## config.mk

```make
export PLATFORM = sky130hd
export DESIGN_NAME = kdsd_decoder
export DESIGN_NICKNAME = d
export VERILOG_FILES = /design/src/kdsd_pkg.sv /design/src/kdsd_dec_if.sv /design/src/kdsd_classify.sv /design/src/kdsd_decoder.sv
export VERILOG_INCLUDE_DIRS = /design/src /design/src/src
export SDC_FILE = /design/constraint.sdc
export NUM_CORES = 1
export LEC_CHECK = 0
export BUFFER_PORTS_ARGS = -buffer_cell sky130_fd_sc_hd__buf_2
export CAP_MARGIN = 10
export CORE_MARGIN = 3
export CORE_UTILIZATION = 40
export CTS_CLUSTER_SIZE = 16
export DETAILED_ROUTE_END_ITERATION = 16
export GPL_TIMING_DRIVEN = 0
export PLACE_DENSITY = 0.71
export SYNTH_ARGS = -nofsm -noshare
export SYNTH_HDL_FRONTEND = slang
export SYNTH_SLANG_ARGS = --single-unit
```

## constraint.sdc

```tcl
create_clock -name mclk -period 2 [get_ports mclk]
set_clock_uncertainty 0.1 [all_clocks]
set_input_delay 0.4 -clock mclk [delete_from_list [all_inputs] [get_ports mclk]]
set_output_delay 0.4 -clock mclk [all_outputs]
set_load 0.02 [all_outputs]
```

## src/kdsd_cfg.svh

```systemverilog
// Constants for the kernel and debug segment decoder
`ifndef KDSD_CFG_SVH
`define KDSD_CFG_SVH
// ----------------------------------------------------------------------
// Segment selection on address bits 31:29
// ----------------------------------------------------------------------
`define KDSD_SEG_CACHED     3'h4
`define KDSD_SEG_UNCACHED   3'h5
`define KDSD_SEG_UPPER_A    3'h6
`define KDSD_SEG_TOP        3'h7
// ----------------------------------------------------------------------
// Lower kernel segment bases subtracted on translation
// ----------------------------------------------------------------------
`define KDSD_CACHED_BASE    32'h8000_0000
`define KDSD_UNCACHED_BASE  32'hA000_0000
// ----------------------------------------------------------------------
// Debug segment decode, bits 31:20
// ----------------------------------------------------------------------
`define KDSD_PROBE_HI       12'hFF2
`define KDSD_DREG_HI        12'hFF3
`define KDSD_SUB_OFS_MSB    19
// ----------------------------------------------------------------------
// Translation buffer sizes
// ----------------------------------------------------------------------
`define KDSD_JOINT_PAIRS    16
`define KDSD_MICRO_ENTRIES  3
`endif

```

## src/kdsd_pkg.sv

```systemverilog
// Types shared by the kernel and debug segment decoder
package kdsd_pkg;
    // Segment identifier
    typedef enum logic [2:0] {
        KDSD_ID_USER     = 3'h0,
        KDSD_ID_CACHED   = 3'h1,
        KDSD_ID_UNCACHED = 3'h2,
        KDSD_ID_UPPER_A  = 3'h3,
        KDSD_ID_TOP      = 3'h4,
        KDSD_ID_PROBE    = 3'h5,
        KDSD_ID_DREG     = 3'h6
    } kdsd_seg_e;
    // Reference tracking state
    typedef enum logic [1:0] {
        KDSD_IDLE  = 2'h0,
        KDSD_PROBE = 2'h1
    } kdsd_state_e;
endpackage : kdsd_pkg
```

## src/kdsd_dec_if.sv

```systemverilog
// Carrier between the main decoder and the segment classifier
`timescale 1ns/10ps
interface kdsd_dec_if;
    import kdsd_pkg::*;
    logic [31:0] vaddr;       // Virtual address
    logic        kernelMode;  // Kernel privilege
    logic        debugMode;   // Debug mode active
    kdsd_seg_e   segId;       // Classified segment
    logic        inDebugSeg;  // Address falls in debug segment
    modport req (output vaddr, output kernelMode, output debugMode,
                 input segId, input inDebugSeg);
    modport cls (input vaddr, input kernelMode, input debugMode,
                 output segId, output inDebugSeg);
endinterface : kdsd_dec_if

```

## src/kdsd_classify.sv

```systemverilog
// Combinational segment classifier
`timescale 1ns/10ps
`include "kdsd_cfg.svh"
module kdsd_classify
    import kdsd_pkg::*;
(
    kdsd_dec_if.cls dec
);
    // ------------------------------------------------------------------
    // Classification
    // ------------------------------------------------------------------
    logic [2:0]  top3;   // Address bits 31:29
    logic [11:0] top12;  // Address bits 31:20
    assign top3  = dec.vaddr[31:29];
    assign top12 = dec.vaddr[31:20];

    // Segment picked from top bits; debug segment only in debug mode
    always_comb begin
        dec.segId      = KDSD_ID_USER;
        dec.inDebugSeg = 1'b0;
        if (dec.kernelMode || dec.debugMode) begin
            case (top3)
                `KDSD_SEG_CACHED:   dec.segId = KDSD_ID_CACHED;
                `KDSD_SEG_UNCACHED: dec.segId = KDSD_ID_UNCACHED;
                `KDSD_SEG_UPPER_A:  dec.segId = KDSD_ID_UPPER_A;
                `KDSD_SEG_TOP:      dec.segId = KDSD_ID_TOP;
                default:            dec.segId = KDSD_ID_USER;
            endcase
            if (dec.debugMode && top12 == `KDSD_PROBE_HI) begin
                dec.segId      = KDSD_ID_PROBE;
                dec.inDebugSeg = 1'b1;
            end
            if (dec.debugMode && top12 == `KDSD_DREG_HI) begin
                dec.segId      = KDSD_ID_DREG;
                dec.inDebugSeg = 1'b1;
            end
        end
    end
endmodule : kdsd_classify

```

## src/kdsd_decoder.sv

```systemverilog
// Kernel and debug segment decoder top level
// Notes on behaviour
// - Bits 110 in kernel, non-debug select upper segment A.
// - Bits 111 in kernel select top segment.
// - Fixed variant passes upper segments through unchanged.
// - TLB variant sends upper segments to translation.
// - Debug mode decodes as kernel; debug segment uncached.
// - Probe range maps to probe offsets.
// - Register range maps to debug register offsets.
// - Debug-mode faults raise debug exception instead.
// - Lower unmapped kernel segments usable in debug.
// - Register range: override loads/stores go top segment.
// - Unimplemented register reads unspecified, writes dropped.
// - Probe range: override to top; else probe.
// - Probe disabled: still forward, stall until done.
// - TLB variant: 16-pair joint, two 3-entry micro.
// - Bits 100: subtract cached base, configurable cacheability.
// - Bits 101: subtract uncached base, caches off.
`timescale 1ns/10ps
`include "kdsd_cfg.svh"
module kdsd_decoder
    import kdsd_pkg::*;
#(
    parameter bit USE_TLB       = 1'b0,               // Variant select
    parameter int JOINT_PAIRS   = `KDSD_JOINT_PAIRS,  // Joint buffer pairs
    parameter int MICRO_ENTRIES = `KDSD_MICRO_ENTRIES // Each micro buffer
)(
    input  wire logic        mclk,
    input  wire logic        rst_b,
    input  wire logic        reqValid,          // Reference presented
    input  wire logic        reqFetch,          // 1 fetch, 0 load/store
    input  wire logic        reqWrite,          // Store
    input  wire logic [1:0]  reqSize,           // 2 means word
    input  wire logic [31:0] reqVaddr,          // Virtual address
    input  wire logic        userModeBit,
    input  wire logic        errorLevelBit,
    input  wire logic        exceptionLevelBit,
    input  wire logic        debugModeBit,
    input  wire logic        loadStoreOverrideBit,
    input  wire logic        probeEnableBit,
    input  wire logic        cachedSegCacheable, // Configured cacheability
    input  wire logic        accessFault,       // Kernel-mode fault seen
    input  wire logic        probeDone,         // Probe finished reference
    input  wire logic        dregImplemented,   // Target register exists
    output logic             outValid,
    output kdsd_seg_e        outSegId,
    output logic [31:0]      outPaddr,          // Physical address or offset
    output logic             outMapped,         // Needs TLB translation
    output logic             outCached,
    output logic             outToProbe,
    output logic             outToDreg,
    output logic             outDregWrEn,       // Write allowed to register
    output logic             outDebugExc,       // Debug mode exception
    output logic             outStall           // Reference held for probe
);
    // ------------------------------------------------------------------
    // Elaboration checks
    // ------------------------------------------------------------------
    // Only the documented buffer sizes are served; refuse others at elaboration
    if (JOINT_PAIRS != `KDSD_JOINT_PAIRS ||
        MICRO_ENTRIES != `KDSD_MICRO_ENTRIES) begin : g_size_chk
        $error("Translation buffer sizes are fixed");
    end

    // ------------------------------------------------------------------
    // Segment classification
    // ------------------------------------------------------------------
    kdsd_dec_if dec ();
    logic kernelMode; // Privileged, debug clear
    assign kernelMode = (!userModeBit || errorLevelBit || exceptionLevelBit)
                        && !debugModeBit;
    assign dec.vaddr      = reqVaddr;
    assign dec.kernelMode = kernelMode;
    assign dec.debugMode  = debugModeBit;

    kdsd_classify kdsd_classify_i (
        .dec (dec)
    );

    // ------------------------------------------------------------------
    // Next-value logic
    // ------------------------------------------------------------------
    kdsd_state_e state_q, state_d;   // Probe wait tracking
    logic        valid_d, mapped_d, cached_d, probe_d, dreg_d, wr_d, exc_d;
    logic        valid_q, mapped_q, cached_q, probe_q, dreg_q, wr_q, exc_q;
    logic        stall_d, stall_q;
    kdsd_seg_e   seg_d, seg_q;
    logic [31:0] paddr_d, paddr_q;
    logic [31:0] subOfs;             // Offset inside a debug subsegment
    logic        override;           // Load/store redirected to top segment

    assign subOfs   = {12'h000, reqVaddr[`KDSD_SUB_OFS_MSB:0]};
    assign override = !reqFetch && loadStoreOverrideBit;

    // Decode one reference; probe wait holds until probe finishes
    always_comb begin
        state_d  = state_q;
        valid_d  = 1'b0;
        seg_d    = seg_q;
        paddr_d  = paddr_q;
        mapped_d = 1'b0;
        cached_d = 1'b0;
        probe_d  = 1'b0;
        dreg_d   = 1'b0;
        wr_d     = 1'b0;
        exc_d    = 1'b0;
        stall_d  = 1'b0;
        case (state_q)
            KDSD_IDLE: begin
                if (reqValid && debugModeBit && accessFault) begin
                    // Fault in debug re-enters debug, skips MMU handler
                    // No decode result reported, the old segment would be stale
                    exc_d   = 1'b1;
                end else if (reqValid) begin
                    valid_d = 1'b1;
                    seg_d   = dec.segId;
                    paddr_d = reqVaddr;
                    case (dec.segId)
                        KDSD_ID_CACHED: begin
                            paddr_d  = reqVaddr - `KDSD_CACHED_BASE;
                            cached_d = cachedSegCacheable;
                        end
                        KDSD_ID_UNCACHED: begin
                            paddr_d  = reqVaddr - `KDSD_UNCACHED_BASE;
                        end
                        KDSD_ID_UPPER_A, KDSD_ID_TOP: begin
                            mapped_d = USE_TLB;
                            cached_d = 1'b1;
                        end
                        KDSD_ID_PROBE: begin
                            if (override) begin
                                seg_d    = KDSD_ID_TOP;
                                mapped_d = USE_TLB;
                                cached_d = 1'b1;        // Ordinary top segment
                            end else begin
                                paddr_d = subOfs;
                                probe_d = 1'b1;
                                stall_d = 1'b1;
                                valid_d = 1'b0;
                                state_d = KDSD_PROBE;
                            end
                        end
                        KDSD_ID_DREG: begin
                            if (override) begin
                                seg_d    = KDSD_ID_TOP;
                                mapped_d = USE_TLB;
                                cached_d = 1'b1;        // Ordinary top segment
                            end else begin
                                paddr_d = subOfs;
                                dreg_d  = 1'b1;
                                // Missing registers drop writes
                                wr_d    = reqWrite && dregImplemented;
                            end
                        end
                        default: begin
                            mapped_d = 1'b1;
                            cached_d = 1'b1;
                        end
                    endcase
                end
            end
            KDSD_PROBE: begin
                // Held regardless of enable; probe must still answer
                probe_d = 1'b1;
                stall_d = !probeDone;
                if (probeDone) begin
                    valid_d = 1'b1;
                    state_d = KDSD_IDLE;
                end
            end
            default: state_d = KDSD_IDLE;
        endcase
    end

    // ------------------------------------------------------------------
    // Registers
    // ------------------------------------------------------------------
    always_ff @(posedge mclk) begin
        if (!rst_b) begin
            state_q  <= KDSD_IDLE;
            valid_q  <= 1'b0;
            seg_q    <= KDSD_ID_USER;
            paddr_q  <= 32'h0000_0000;
            mapped_q <= 1'b0;
            cached_q <= 1'b0;
            probe_q  <= 1'b0;
            dreg_q   <= 1'b0;
            wr_q     <= 1'b0;
            exc_q    <= 1'b0;
            stall_q  <= 1'b0;
        end else begin
            state_q  <= state_d;
            valid_q  <= valid_d;
            seg_q    <= seg_d;
            paddr_q  <= paddr_d;
            mapped_q <= mapped_d;
            cached_q <= cached_d;
            probe_q  <= probe_d;
            dreg_q   <= dreg_d;
            wr_q     <= wr_d;
            exc_q    <= exc_d;
            stall_q  <= stall_d;
        end
    end

    // Outputs straight from flip-flops (segment, mapped, cached)
    assign outValid    = valid_q;
    assign outSegId    = seg_q;
    assign outPaddr    = paddr_q;
    assign outMapped   = mapped_q;
    assign outCached   = cached_q;
    assign outToProbe  = probe_q;
    assign outToDreg   = dreg_q;
    assign outDregWrEn = wr_q;
    assign outDebugExc = exc_q;
    assign outStall    = stall_q;
endmodule : kdsd_decoder

```

==> impl_metrics.toml <==
[outcome]
status = "complete, no violations"

[setup_path]
cp_data_arrival_time_ps = 1930
reg2reg_from = "state_q[0]"
crit_start = "reqVaddr[30]"
worst-path-max-fanout = 8
critPathRequiredTime_ps = 2120
reg2reg_to = "outPaddr[31]"
crit_type = "in -> reg"
endpoint = "outSegId[0]"
rrSetupSlack_ps = 370
start_kind = "primary input"
ff2ff_path_depth = 5
cp-end-kind = "register"

[finish]
final_nets = 363
seq_area_um2 = 881
drive_gt1_share_pct = 34.7
fill_cells = 457
area_growth_pct = 31.9
multi_input_comb_area_mm2 = 0.00101
final_area_mm2 = 0.00256
diodes = 0

[detailed_routing]
vias_per_cell = 4.92
antenna_left = 0
drc = 0
dr.pass1.iters = 4
vias = 1836
drt_iter0_drc = 96
wl_per_cell_um = 12.9
totalWireLength_um = 4830

[synthesis]
syn_inst = 214
synth_area_per_cell_um2 = 9.08
ys_async_sr_fraction_pct = 0
syn_area_mm2 = 0.00194
syn-num-nets = 268
synth_edf_count = 0
yosys_warnings = 0
ys_seq_area_share_pct = 45.3
yosysUniqueCellTypes = 43
ys_seq_elements = 44
ys.flop_type = "dfxtp_1"

[floorplan]
die_w_um = 75.7
rows = 24
die_h_um = 75.7
core_area_mm2 = 0.00453
die-area_mm2 = 0.00573
initial_core_util_pct = 42.9
pin_count = 92

[cts]
cts_root_buffer = "clkbuf_8"
postCtsSetupRepairBufs = 0
hold_buffers = 0
cts_resized = 0
numCtsBuffers = 5
worstSkewPairLatency_ps = 290
cts_buffer_depth = 2
clock_sinks = 44
clk_pin_slew_ps = 80
cts_max_level = 2
cts_tree = "built"

[hold_path]
hp-class = "in -> reg"
hp-start = "reqVaddr[22]"

[power_and_ir_drop]
peakVddDrop_mv = 0.310
power_leakage_nw = 1.16
p_per_area_mw_per_mm2 = 737

[global_route]
grt_max_degree = 13
antenna_found_initial = 0
grtUsageTotal_pct = 17.0
grt_first_pass_wirelength_um = 7490
grt_overflow = 0
grt_pass1_vias = 1642

[placement]
place_hpwl_um = 3750
gp_congestion = 0.914
placed_area_mm2 = 0.00246
port_buffers = 88

[sta]
fmax_ghz = 0.553
hold_ws_ps = 231
relSlewSlack_pct = 65.4
post-route-period-util_pct = 90.4
min_period_ps = 1810
hold_violations = 0
maxSlewViolCount = 0
worst_slew_pin_slew_ps = 516
final-setup-viol-count = 0
rsz0062_at_grt = "no"

[run]
maxCapViolations = 0
## registers in the layout (all words and copies together), names as in the netlist
name,cells
outCached,1
outToDreg,1
outPaddr,32
outDregWrEn,1
outSegId,3
state_q,1
outToProbe,1
outMapped,1
outValid,1
outDebugExc,1
outStall,1
## routing by layer
layer / track usage, % / share of wire (%) / routed length [um] / vias up
li1: - / - / - / 949
met1: 22.3 / 44 / 2140 / 828
met2: 27.6 / 48 / 2310 / 53
met3: 4.09 / 6.5 / 314 / 6
met4: 5.24 / 1.3 / 61 / 0
met5: 0 / 0 / 0 / -
## logic make-up (layout without fill, tap and decap cells)
group	after synthesis	in the layout	synth area share (%)
simple gates	94	94	26.1
compound gates	58	58	22.4
flops	44	44	45.3
buf+inv	13	107	2.90
fa+ha+maj	5	5	3.22
## through the flow
step	setup slack [ps]	instances	utilization (%)	total power, mW	TNS [ps]
final	191	373	56.5	1.89	0
after global routing	55.9	373	56.5	1.97	0
after CTS	183	373	56.5	1.91	0
after detailed placement	-110	367	54.4	1.27	-698
after global placement	-90.2	367	54.4	1.26	-352
after floorplan	176	214	-	1.14	0
## report_power, final
group | total (mW) | switching, mW | internal [mW]
Sequential | 0.939 | 0.0191 | 0.920
Clock | 0.643 | 0.284 | 0.359
Combinational | 0.307 | 0.186 | 0.121
## worst max-delay path, stage by stage
cell and delay, ps:
buf_2 130, inv_1 110, ha_1 300, nand2b_1 140, a21oi_1 60, or4b_2 610
a31oi_1 170
## layout by cell type, fill, tap and decap left out, drive strengths merged, types with 2 or more instances in the layout
cell	count
o41ai	2
nor3	2
a22o	9
a31oi	2
a211oi	3
a21oi	8
nand4	5
or3	2
nand2	51
o21ai	7
nand3	3
ha	5
a21boi	20
inv	2
nand3b	4
buf	89
clkbuf	15
and2	2
dfxtp	44
nor4	3
o211ai	2
nand2b	4
nor2b	4
nor2	8
## cells in the mapped netlist, types with 2 or more instances
| cell | n | area [um^2] |
|---|---|---|
| clkbuf_1 | 10 | 37.5 |
| nand4_1 | 5 | 31.3 |
| o21ai_1 | 4 | 20.0 |
| nor4_1 | 2 | 12.5 |
| nand2_1 | 51 | 191 |
| nor2b_1 | 4 | 25.0 |
| or3_1 | 2 | 12.5 |
| nand2b_1 | 4 | 25.0 |
| a21boi_0 | 20 | 150 |
| dfxtp_1 | 44 | 881 |
| nor2_1 | 6 | 22.5 |
| o211ai_1 | 2 | 15.0 |
| nand3_1 | 3 | 15.0 |
| o41ai_1 | 2 | 17.5 |
| ha_1 | 5 | 62.6 |
| nand3b_1 | 4 | 30.0 |
| o21ai_0 | 3 | 15.0 |
| a31oi_1 | 2 | 12.5 |
| a211oi_2 | 2 | 25.0 |
| a22o_1 | 9 | 78.8 |
| a21oi_1 | 7 | 35.0 |
| inv_1 | 2 | 7.51 |
## area by class of cell
type | count | share of cell area (%)
Timing Repair Buffer | 88 | 17.2
Clock buffer | 5 | 2.68
Inverter | 2 | 0.293
Sequential cell | 44 | 34.4
Multi-Input combinational cell | 157 | 39.2
Tap cell | 65 | 3.17
Buffer | 11 | 1.90
Clock inverter | 1 | 1.17
## worst min-delay path by stage
stage / to / slack [ps] / depth (start not counted)
2_1_floorplan: outToProbe / 360 / 2
3_3_place_gp: outPaddr[30] / 350 / 2
3_5_place_dp: outPaddr[3] / 350 / 2
4_1_cts: outPaddr[22] / 220 / 2
5_1_grt: outPaddr[22] / 220 / 2
6_report: outPaddr[22] / 230 / 2
No activity file was read; power rests on OpenSTA's default activity.
